--- src/common/bps_map.svh ---
// Register map, reset values and timing counts of the protection sequencer.
// Contract
// - After disable, ignore new enable requests until 2 ms lockout has elapsed.
// - Regulate to the soft-start ramp while below 0.6 V, then the fixed reference.
// - Keep charging the ramp up to about 1.5 V after the reference takes over.
// - Rise time from zero to 95 percent is 0.065 ms per nanofarad.
// - Pre-charged output of 20 to 75 percent, at least 300 mV, rises monotonically.
// - Raise the power-in-range flag when rising output exceeds 92 percent.
// - Outside the 90 to 110 percent window, hold the flag 70 us, then drop.
// - Drop the power-in-range flag at once when output exceeds 110 percent.
// - High-side current above trip turns both switches off for the rest of cycle.
// - Eight consecutive trip cycles enter hiccup: off about 27 ms, then full soft-start.
// - Repeat hiccup disable and restart without limit while over-current persists.
// - Stop above about 150 C and resume with soft-start after 25 C cooling.
// - Inhibit switching until input passes upper threshold; stop below lower threshold.
// - Low-side on two full cycles leaves both switches off for next three cycles.
// - Switching frequency set externally within 0.7 MHz to 1.7 MHz.
// - Enable comparator stays active while disabled and is watched at all times.
`ifndef BPS_MAP_SVH
`define BPS_MAP_SVH
`define BPS_REG_CTRL 8'h00
`define BPS_REG_CYCLE 8'h04
`define BPS_REG_SSCAP 8'h08
`define BPS_REG_STATUS 8'h0C
`define BPS_CTRL_RST 1'h0
`define BPS_CYCLE_RST 9'h0D0
`define BPS_SSCAP_RST 8'h16
`define BPS_STS_PG_BIT 3
`define BPS_STS_UV_BIT 4
`define BPS_STS_FLOAT_BIT 5
`define BPS_STS_RAMP_LSB 16
`define BPS_RESP_OKAY 2'h0
`define BPS_RESP_SLVERR 2'h2
`define BPS_CLK_MHZ 250
`define BPS_FSW_MAX_MHZ_X10 17
`define BPS_FSW_MIN_MHZ_X10 7
`define BPS_CYCLE_MIN ((`BPS_CLK_MHZ * 10 + `BPS_FSW_MAX_MHZ_X10 - 1) / `BPS_FSW_MAX_MHZ_X10)
`define BPS_CYCLE_MAX (`BPS_CLK_MHZ * 10 / `BPS_FSW_MIN_MHZ_X10)
`define BPS_MS_CLKS (1000 * `BPS_CLK_MHZ)
`define BPS_LOCKOUT_MS 5'h02
`define BPS_HICCUP_MS 5'h1B
`define BPS_PG_DEGLITCH_US 70
`define BPS_PG_CLKS (`BPS_PG_DEGLITCH_US * `BPS_CLK_MHZ)
`define BPS_OC_STREAK 4'h8
`define BPS_REV_ON_CYCLES 2'h2
`define BPS_REV_FLOAT_CYCLES 2'h3
`define BPS_CODE_REF 10'h190
`define BPS_CODE_TOP 10'h3E8
`define BPS_CODE_PB_LO 10'h050
`define BPS_CODE_PB_HI 10'h12C
`define BPS_SS_US_PER_NF 65
`define BPS_RISE_CODES 380
`define BPS_SS_CLKS_PER_NF \
    ((`BPS_SS_US_PER_NF * `BPS_CLK_MHZ + `BPS_RISE_CODES - 1) / `BPS_RISE_CODES)
`endif

--- src/common/bps_pkg.sv ---
// Types shared by the protection sequencer files.
package bps_pkg;
    typedef enum logic [2:0] {
        ST_OFF = 3'b000,
        ST_LOCK = 3'b001,
        ST_SS = 3'b010,
        ST_RUN = 3'b011,
        ST_HICCUP = 3'b100,
        ST_HOT = 3'b101
    } bps_state_e;
    typedef struct packed {
        logic enable_cmp;
        logic oc_cmp;
        logic temp_hot;
        logic temp_cool;
        logic vin_above_rise;
        logic vin_below_fall;
        logic vout_above_92;
        logic vout_below_90;
        logic vout_above_110;
        logic prebias_min_ok;
        logic pwm_demand;
    } bps_cmp_s;
endpackage

--- src/design/bps_sync.sv ---
// Two-flop synchroniser for a bundle of comparator levels.
`timescale 1ns/1ns
module bps_sync #(
    parameter int W = 1
) (
    // Clock and reset.
    input wire logic aclk,
    input wire logic aresetn,
    // Levels.
    input wire logic [W-1:0] d,
    output logic [W-1:0] q
);
    logic [W-1:0] meta;
    always_ff @(posedge aclk) begin
        if (!aresetn) begin
            meta <= '0;
            q <= '0;
        end else begin
            meta <= d;
            q <= meta;
        end
    end
endmodule

--- src/design/bps_top.sv ---
// Protection and start-up sequencer for a synchronous step-down stage.
`timescale 1ns/1ns
`include "bps_map.svh"
module bps_top import bps_pkg::*; #(
    parameter int unsigned MS_CLKS = `BPS_MS_CLKS,
    parameter int unsigned PG_CLKS = `BPS_PG_CLKS
) (
    // Clock and reset.
    input wire logic aclk,
    input wire logic aresetn,
    // AXI4-Lite slave.
    input wire logic awvalid,
    output logic awready,
    input wire logic [7:0] awaddr,
    input wire logic wvalid,
    output logic wready,
    input wire logic [31:0] wdata,
    input wire logic [3:0] wstrb,
    output logic bvalid,
    input wire logic bready,
    output logic [1:0] bresp,
    input wire logic arvalid,
    output logic arready,
    input wire logic [7:0] araddr,
    output logic rvalid,
    input wire logic rready,
    output logic [31:0] rdata,
    output logic [1:0] rresp,
    // Analog front end.
    input wire bps_cmp_s cmp_raw,
    input wire logic [9:0] prebias_code,
    // Power stage and status.
    output logic hs_on,
    output logic ls_on,
    output logic power_in_range_flag,
    output logic [9:0] target_code
);
    // ==========================================================
    // Helpers
    function automatic logic [31:0] merge(input logic [31:0] old, input logic [31:0] d,
                                          input logic [3:0] s);
        logic [31:0] r;
        r = old;
        for (int i = 0; i < 4; i++) begin
            if (s[i]) begin
                r[i*8 +: 8] = d[i*8 +: 8];
            end
        end
        return r;
    endfunction

    function automatic logic mapped(input logic [7:0] a);
        return a == `BPS_REG_CTRL || a == `BPS_REG_CYCLE || a == `BPS_REG_SSCAP ||
               a == `BPS_REG_STATUS;
    endfunction

    // ==========================================================
    // Input synchronisation
    logic [$bits(bps_cmp_s)-1:0] cs_bits;
    bps_cmp_s cs;
    bps_sync #(.W($bits(bps_cmp_s))) u_sync (
        .aclk(aclk),
        .aresetn(aresetn),
        .d(cmp_raw),
        .q(cs_bits)
    );
    assign cs = bps_cmp_s'(cs_bits);

    // ==========================================================
    // Registers and bus slave
    logic ctrl_en;
    logic [8:0] cycle_clks;
    logic [7:0] ss_cap;
    logic aw_full, w_full;
    logic [7:0] aw_addr;
    logic [31:0] w_data;
    logic [3:0] w_strb;
    bps_state_e st, next_st;
    logic [9:0] ramp;
    logic uv_ok;
    logic [1:0] float_left;
    wire aw_take = awvalid && awready;
    wire w_take = wvalid && wready;
    wire wr_do = aw_full && w_full && !bvalid;
    wire next_aw_full = (aw_full || aw_take) && !wr_do;
    wire next_w_full = (w_full || w_take) && !wr_do;
    wire next_bvalid = wr_do || (bvalid && !bready);
    wire ar_take = arvalid && arready;
    wire next_rvalid = ar_take || (rvalid && !rready);
    wire [31:0] cur_ctrl = {31'h0, ctrl_en};
    wire [31:0] cur_cycle = {23'h0, cycle_clks};
    wire [31:0] cur_sscap = {24'h0, ss_cap};
    wire [31:0] wr_ctrl = merge(cur_ctrl, w_data, w_strb);
    wire [31:0] wr_cycle = merge(cur_cycle, w_data, w_strb);
    wire [31:0] wr_sscap = merge(cur_sscap, w_data, w_strb);
    wire [31:0] status_word = {6'h0, ramp, 10'h0, float_left != 2'h0, uv_ok,
                               power_in_range_flag, st};
    wire [31:0] rd_word = (araddr == `BPS_REG_CTRL) ? cur_ctrl :
                          (araddr == `BPS_REG_CYCLE) ? cur_cycle :
                          (araddr == `BPS_REG_SSCAP) ? cur_sscap :
                          (araddr == `BPS_REG_STATUS) ? status_word : 32'h0;

    always_ff @(posedge aclk) begin
        if (!aresetn) begin
            aw_full <= 1'b0;
            w_full <= 1'b0;
            aw_addr <= 8'h00;
            w_data <= 32'h0;
            w_strb <= 4'h0;
            awready <= 1'b0;
            wready <= 1'b0;
            bvalid <= 1'b0;
            bresp <= `BPS_RESP_OKAY;
            arready <= 1'b0;
            rvalid <= 1'b0;
            rdata <= 32'h0;
            rresp <= `BPS_RESP_OKAY;
            ctrl_en <= `BPS_CTRL_RST;
            cycle_clks <= `BPS_CYCLE_RST;
            ss_cap <= `BPS_SSCAP_RST;
        end else begin
            aw_full <= next_aw_full;
            w_full <= next_w_full;
            awready <= !next_aw_full && !next_bvalid;
            wready <= !next_w_full && !next_bvalid;
            bvalid <= next_bvalid;
            arready <= !next_rvalid;
            rvalid <= next_rvalid;
            if (aw_take) begin
                aw_addr <= awaddr;
            end
            if (w_take) begin
                w_data <= wdata;
                w_strb <= wstrb;
            end
            if (ar_take) begin
                rdata <= rd_word;
                rresp <= mapped(araddr) ? `BPS_RESP_OKAY : `BPS_RESP_SLVERR;
            end
            if (wr_do) begin
                bresp <= mapped(aw_addr) ? `BPS_RESP_OKAY : `BPS_RESP_SLVERR;
                if (aw_addr == `BPS_REG_CTRL) begin
                    ctrl_en <= wr_ctrl[0];
                end
                if (aw_addr == `BPS_REG_CYCLE) begin
                    cycle_clks <= wr_cycle[8:0];
                end
                if (aw_addr == `BPS_REG_SSCAP) begin
                    ss_cap <= wr_sscap[7:0];
                end
            end
        end
    end

    // ==========================================================
    // Switching cycle and millisecond base
    // The period is clamped so a bad register value cannot leave the allowed band.
    localparam logic [8:0] CYC_MIN = 9'(`BPS_CYCLE_MIN);
    localparam logic [8:0] CYC_MAX = 9'(`BPS_CYCLE_MAX);
    localparam logic [17:0] MS_LAST = 18'(MS_CLKS - 1);
    localparam logic [15:0] PG_LAST = 16'(PG_CLKS - 1);
    localparam logic [5:0] SS_PER_NF = 6'(`BPS_SS_CLKS_PER_NF);
    logic [8:0] cyc_cnt;
    logic [17:0] ms_cnt;
    logic [4:0] ms_left;
    wire [8:0] cyc_lim = (cycle_clks < CYC_MIN) ? CYC_MIN :
                         (cycle_clks > CYC_MAX) ? CYC_MAX : cycle_clks;
    wire cyc_end = cyc_cnt >= cyc_lim - 9'h1;
    wire ms_tick = ms_cnt == MS_LAST;
    wire st_change = next_st != st;

    always_ff @(posedge aclk) begin
        if (!aresetn) begin
            cyc_cnt <= 9'h0;
            ms_cnt <= 18'h0;
        end else begin
            cyc_cnt <= cyc_end ? 9'h0 : cyc_cnt + 9'h1;
            ms_cnt <= (ms_tick || st_change) ? 18'h0 : ms_cnt + 18'h1;
        end
    end

    // ==========================================================
    // Sequencing state machine
    logic [3:0] oc_streak;
    wire en_req = cs.enable_cmp && ctrl_en;
    wire want_on = en_req && uv_ok && !cs.temp_hot;
    wire running = st == ST_SS || st == ST_RUN;
    wire ms_done = ms_tick && ms_left == 5'h1;

    always_comb begin
        next_st = st;
        case (st)
            ST_OFF: if (want_on) begin
                next_st = ST_SS;
            end
            ST_LOCK: if (ms_done) begin
                next_st = ST_OFF;
            end
            ST_HICCUP: if (!en_req) begin
                next_st = ST_LOCK;
            end else if (ms_done) begin
                next_st = ST_SS;
            end
            ST_HOT: if (!en_req) begin
                next_st = ST_LOCK;
            end else if (cs.temp_cool && !cs.temp_hot) begin
                next_st = ST_SS;
            end
            ST_SS, ST_RUN: if (!en_req) begin
                next_st = ST_LOCK;
            end else if (cs.temp_hot) begin
                next_st = ST_HOT;
            end else if (!uv_ok) begin
                next_st = ST_OFF;
            end else if (oc_streak >= `BPS_OC_STREAK) begin
                next_st = ST_HICCUP;
            end else if (st == ST_SS && ramp >= `BPS_CODE_TOP) begin
                next_st = ST_RUN;
            end
            default: next_st = ST_OFF;
        endcase
    end

    always_ff @(posedge aclk) begin
        if (!aresetn) begin
            st <= ST_OFF;
            ms_left <= 5'h0;
            uv_ok <= 1'b0;
        end else begin
            st <= next_st;
            if (st_change && next_st == ST_LOCK) begin
                ms_left <= `BPS_LOCKOUT_MS;
            end else if (st_change && next_st == ST_HICCUP) begin
                ms_left <= `BPS_HICCUP_MS;
            end else if (ms_tick && ms_left != 5'h0) begin
                ms_left <= ms_left - 5'h1;
            end
            if (cs.vin_above_rise) begin
                uv_ok <= 1'b1;
            end else if (cs.vin_below_fall) begin
                uv_ok <= 1'b0;
            end
        end
    end

    // ==========================================================
    // Soft-start ramp and regulation target
    // A pre-charged output inside the pre-bias window starts the ramp at its own level, except on restart from hiccup; low side stays off until the
    // reference takes over so the output is never pulled down.
    logic [13:0] ss_cnt;
    logic pb_hold;
    wire [13:0] ss_last = 14'(ss_cap == 8'h0 ? 8'h1 : ss_cap) * 14'(SS_PER_NF) - 14'h1;
    wire ss_step = ss_cnt >= ss_last;
    wire ss_start = st_change && next_st == ST_SS;
    wire pb_ok = st != ST_HICCUP && cs.prebias_min_ok && prebias_code >= `BPS_CODE_PB_LO &&
                 prebias_code <= `BPS_CODE_PB_HI;
    wire [9:0] min_target = (ramp < `BPS_CODE_REF) ? ramp : `BPS_CODE_REF;

    always_ff @(posedge aclk) begin
        if (!aresetn) begin
            ramp <= 10'h0;
            ss_cnt <= 14'h0;
            pb_hold <= 1'b0;
            target_code <= 10'h0;
        end else begin
            target_code <= (running || ss_start) ? min_target : 10'h0;
            if (ss_start) begin
                ramp <= pb_ok ? prebias_code : 10'h0;
                pb_hold <= pb_ok;
                ss_cnt <= 14'h0;
            end else if (!running) begin
                ramp <= 10'h0;
                pb_hold <= 1'b0;
                ss_cnt <= 14'h0;
            end else begin
                ss_cnt <= ss_step ? 14'h0 : ss_cnt + 14'h1;
                if (ss_step && ramp < `BPS_CODE_TOP) begin
                    ramp <= ramp + 10'h1;
                end
                if (ramp >= `BPS_CODE_REF) begin
                    pb_hold <= 1'b0;
                end
            end
        end
    end

    // ==========================================================
    // Current limits and gate drive
    logic oc_cut, ls_all;
    logic [1:0] ls_streak;
    wire oc_now = cs.oc_cmp && hs_on;
    wire oc_cycle = oc_cut || oc_now;
    wire ls_full = ls_all && ls_on;
    wire sw_ok = running && want_on && !oc_cut && !oc_now && float_left == 2'h0;
    wire next_hs = sw_ok && cs.pwm_demand;
    wire next_ls = sw_ok && !cs.pwm_demand && !pb_hold;

    always_ff @(posedge aclk) begin
        if (!aresetn) begin
            hs_on <= 1'b0;
            ls_on <= 1'b0;
            oc_cut <= 1'b0;
            oc_streak <= 4'h0;
            ls_all <= 1'b1;
            ls_streak <= 2'h0;
            float_left <= 2'h0;
        end else begin
            hs_on <= next_hs;
            ls_on <= next_ls;
            if (cyc_end) begin
                oc_cut <= 1'b0;
                ls_all <= 1'b1;
                if (!running) begin
                    oc_streak <= 4'h0;
                end else if (oc_cycle) begin
                    oc_streak <= (oc_streak >= `BPS_OC_STREAK) ? oc_streak : oc_streak + 4'h1;
                end else begin
                    oc_streak <= 4'h0;
                end
                if (float_left != 2'h0) begin
                    float_left <= float_left - 2'h1;
                end else if (ls_full && ls_streak + 2'h1 >= `BPS_REV_ON_CYCLES) begin
                    float_left <= `BPS_REV_FLOAT_CYCLES;
                end
                ls_streak <= (ls_full && ls_streak + 2'h1 < `BPS_REV_ON_CYCLES) ?
                             ls_streak + 2'h1 : 2'h0;
            end else begin
                oc_cut <= oc_cycle;
                ls_all <= ls_full;
            end
        end
    end

    // ==========================================================
    // Power-in-range flag with deglitch
    logic [15:0] pg_cnt;
    wire out_win = cs.vout_below_90 || cs.vout_above_110;

    always_ff @(posedge aclk) begin
        if (!aresetn) begin
            power_in_range_flag <= 1'b0;
            pg_cnt <= 16'h0;
        end else if (!running || cs.vout_above_110) begin
            power_in_range_flag <= 1'b0;
            pg_cnt <= 16'h0;
        end else if (!power_in_range_flag) begin
            power_in_range_flag <= cs.vout_above_92;
            pg_cnt <= 16'h0;
        end else if (out_win) begin
            pg_cnt <= pg_cnt + 16'h1;
            if (pg_cnt >= PG_LAST) begin
                power_in_range_flag <= 1'b0;
            end
        end else begin
            pg_cnt <= 16'h0;
        end
    end
endmodule

--- config.mk ---
export PLATFORM = sky130hd
export DESIGN_NAME = bps_top
export DESIGN_NICKNAME = d
export VERILOG_FILES = /design/src/common/bps_pkg.sv /design/src/design/bps_sync.sv /design/src/design/bps_top.sv
export VERILOG_INCLUDE_DIRS = /design/src /design/src/common
export SDC_FILE = /design/constraint.sdc
export NUM_CORES = 1
export LEC_CHECK = 0
export ABC_AREA = 0
export BUFFER_PORTS_ARGS = -buffer_cell sky130_fd_sc_hd__buf_4
export CAP_MARGIN = 25
export CORE_ASPECT_RATIO = 0.5
export CORE_MARGIN = 2
export CORE_UTILIZATION = 40
export CTS_BUF_LIST = sky130_fd_sc_hd__clkbuf_4 sky130_fd_sc_hd__clkbuf_8
export DETAILED_ROUTE_END_ITERATION = 8
export SYNTH_ARGS = -nofsm -noshare
export SYNTH_HDL_FRONTEND = slang
export SYNTH_SLANG_ARGS = --single-unit
export TNS_END_PERCENT = 20
--- constraint.sdc ---
create_clock -name aclk -period 5.45 [get_ports aclk]
set_input_delay 1.3625 -clock aclk [delete_from_list [all_inputs] [get_ports aclk]]
set_output_delay 1.3625 -clock aclk [all_outputs]
set_load 0.05 [all_outputs]
==> run summary <==
Worst setup path
- 5870 ps — CP Data Required Time
- inv_2, ha_4, nand4_1, and2_4, ha_1, ha_2, fa_1, fa_1, ha_4, a21o_1, a21oi_2, o21ai_2, buf_4, xnor2_2, ha_1, a22o_1, o31a_1, a2111oi_4, a21oi_2, or3_4, buf_2, nor2_1 — worst path cell trace
- ss_cap[6]$_SDFFE_PN0P_ — critical path startpoint
- flip-flop — Worst setup EP type
- ss_cap[6]$_SDFFE_PN0P_ — launch point of the worst reg-to-reg path
- ss_cnt[11]$_SDFF_PP0_ — destination of the worst register-to-register timing path
- 5960 ps — data arrival time of the worst path
- -100 ps — worst reg-to-reg setup slack
- 500 ps — highest cell delay on the worst timing path
- flip-flop — startpoint type of the worst setup path
- 22 — number of cells traversed by the worst register-to-register path
- adder cells — family with the most delay on the worst path
- 22 — Crit path depth
- 3 — Buffers & Inverters on Critical Path
- flip-flop to flip-flop — worst setup path class
- ss_cnt[11]$_SDFF_PP0_ — Setup crit end
- fa_1 — cell type of the slowest stage on the worst timing path
- 7 — Max FO, Critical Path

Timing
- 0 — final max-slew violation count
- 426 ps — Min Hold Slack
- 102% — final critical-path share of the clock period
- 5550 ps — final worst path period need
- 23 — number of endpoints failing setup at the final stage
- 42.5% — worst slew margin relative to its limit
- 13.6 ps — Fin Clk Skew
- 0 — number of failing hold endpoints at the final stage
- 861 ps — Least-Margin Pin Slew
- -1590 ps — setup total negative slack
- -97.3 ps — Final Worst Setup Slack
- 180 MHz — highest clock frequency the design can meet
- true — setup repair after global routing missed its margin

Outcome
- finished, violations left — run status
- setup timing — failing checks

Yosys
- dfxtp_1 — flip-flop cell with the highest count after synthesis
- 187 — number of flip-flops and latches in the synthesized netlist
- 8.86 µm² — synthesized area per cell
- 0% — share of flip-flops with an asynchronous set or reset
- 38.7% — sequential element share of the synthesized area
- 78 — synth unique cells
- 0 — number of warnings printed during yosys synthesis
- 1,092 — number of instances in the synthesized netlist
- 0.00967 mm² — Syn Std Cell Area
- 0 — number of flops mapped to enable cells by yosys

Cells and area
- dfxtp_1 — most frequent standard cell in the layout excluding fill and tap cells
- 20.8% — fraction of final layout cells sized beyond drive strength 1
- 20.4% — layout overhead on the synthesized area
- 1,550 — non-filler instance count after layout
- 48.8% — utilization after layout
- dfxtp_1, buf_4, nor2_1, nand2_1, ha_1 — commonest cells after routing, fill and taps aside
- 0 — n_diodes
- 1,385 — final layout net count
- 2,223 — final-layout fill cell count

Floorplan
- 0.0239 mm² — core region area
- 40.5% — starting density of the core
- 224 µm — Die Wd
- 134 — num ports
- 114 µm — Die Span Y
- 0.0255 mm² — floorplan die area
- 40 — row cnt

Route
- 5 — total iterations of the first detailed-routing run
- 7,807 — routed via count
- 0 — number of nets still failing antenna checks after routing
- 22.3 mm — routed wire length
- 0 — DRC errors left
- 14.4 µm — routed len/inst
- 5.04 — via-per-instance ratio
- 382 — detailed router's first-iteration violation count

Global route
- 17.8% — global-route total usage across every layer
- 7,669 — via count of the first global-routing pass
- 36.8 mm — first-pass GRT wire length
- 0 — aggregate global routing overflow
- 0 — antenna violations before repair
- 64 — maximum number of pins on one net before global-route repair

CTS
- 17 — number of buffers created by CTS
- built — TritonCTS clock tree
- 4 — deepest level of the CTS H-tree
- 480 ps — clock network latency to the later pin of the worst-skew pair
- 0 — hold_buf cts
- clkbuf_8 — cell chosen for the clock root
- 187 — clk sinks
- 2 — Max Root-Sink Buffers
- 100 ps — Clock transition at path regs

Power
- 55.9% — proportion of power drawn by flip-flops and latches
- 38.1% — Clock power frac
- 5.9% — combinational cell fraction of total power
- 0.00187 W — Int Power
- 0.000108 V — peak supply drop
- 25.6% — switching part of the total power
- 0.000644 W — net switching power of the design
- 4.98 nW — Pleak
- 216 mW/mm² — areal power density over the cells

Placement
- -138 ps — dpl ws
- 1,506 — number of placed instances with taps included
- 93 — Buffers on Ports
- 0.830 — Placer Congestion
- 16.4 mm — HPWL reported at the end of detailed placement

Min path
- flip-flop to flip-flop — hold crit path type

Run
- 0 — max-cap check violation count

-- synth_stat cells, types with 20 or more instances --
cell / number / area, µm²
and3_1: 25 / 156
o21ai_0: 20 / 100
inv_1: 52 / 195
ha_1: 68 / 851
and2_1: 33 / 206
clkbuf_1: 31 / 116
mux2i_1: 23 / 230
xor2_1: 50 / 438
nand3_1: 37 / 185
nor2_1: 145 / 544
nand2_1: 103 / 387
xnor2_1: 29 / 254
nor3_1: 23 / 115
dfxtp_1: 187 / 3740
a21oi_1: 50 / 250
-- state kept, by name, indices dropped and copies added, names as in the netlist, 3 cells and up --
name,flops
cycle_clks,9
ms_cnt,18
cyc_cnt,9
ss_cap,8
ss_cnt,14
u_sync.meta,11
st,3
ms_left,5
aw_addr,8
u_sync.q,11
oc_streak,4
ramp,10
target_code,10
w_data,9
rdata,19
pg_cnt,16
-- worst min-delay path by stage --
stage,from,to,depth (start not counted)
after global placement,u_sync.meta[4]$_SDFF_PN0_,u_sync.q[4]$_SDFF_PN0_,1
after detailed placement,u_sync.meta[10]$_SDFF_PN0_,u_sync.q[10]$_SDFF_PN0_,1
after floorplan,u_sync.q[0]$_SDFF_PN0_,ls_on$_SDFF_PN0_,1
after global routing,u_sync.q[0]$_SDFF_PN0_,ls_on$_SDFF_PN0_,1
after CTS,u_sync.q[0]$_SDFF_PN0_,ls_on$_SDFF_PN0_,1
final,u_sync.q[0]$_SDFF_PN0_,ls_on$_SDFF_PN0_,1
-- logic make-up after synthesis --
logic type	share of synthesized area (%)
DFF	38.7
AOI/OAI and AO/OA	13.4
adders and majority gates	11.9
other	0.0388
and+or+nand+nor	21.1
buffers and inverters	4.96
muxes	2.73
xor gates and xnor gates	7.15
-- what timing repair did --
item                       4_1_cts  5_1_grt
buffers inserted                 4        6
pin swaps                        7       24
setup endpoints to repair       23       24
resized for setup               28       39
gates cloned                     0        1
-- metal layers --
metal  GRT usage (%)  routed length [µm]
met5               0                   0
met4            6.22                 389
met3            3.04                 573
met2            30.4               10700
met1            22.9               10600
-- cell type report --
class / count / area [µm²] / area share (%)
sequential: 187 / 3750 / 32.2
tap: 315 / 394 / 3.38
inverter: 53 / 201 / 1.73
timing repair buffer: 150 / 1130 / 9.69
multi-input combinational: 813 / 5770 / 49.6
clock inverter: 14 / 158 / 1.35
clock buffer: 18 / 241 / 2.07
-- power by group through the flow --
| stage | Sequential, W | Clock (W) | Combinational (W) |
|---|---|---|---|
| after floorplan | 0.00145 | 0 | 0.0000889 |
| after global placement | 0.00144 | 0 | 0.000144 |
| after detailed placement | 0.00144 | 0 | 0.000146 |
| after CTS | 0.00140 | 0.000989 | 0.000148 |
| after global routing | 0.00141 | 0.00103 | 0.000162 |
| final | 0.00140 | 0.000958 | 0.000149 |
-- stage by stage --
step / instance area [µm²] / power [W]
after detailed placement: 10900 / 0.00158
final: 11600 / 0.00251
after floorplan: 9750 / 0.00153
after global placement: 10900 / 0.00158
after global routing: 11600 / 0.00260
after CTS: 11400 / 0.00254
Power figures use the tool's default switching activity.
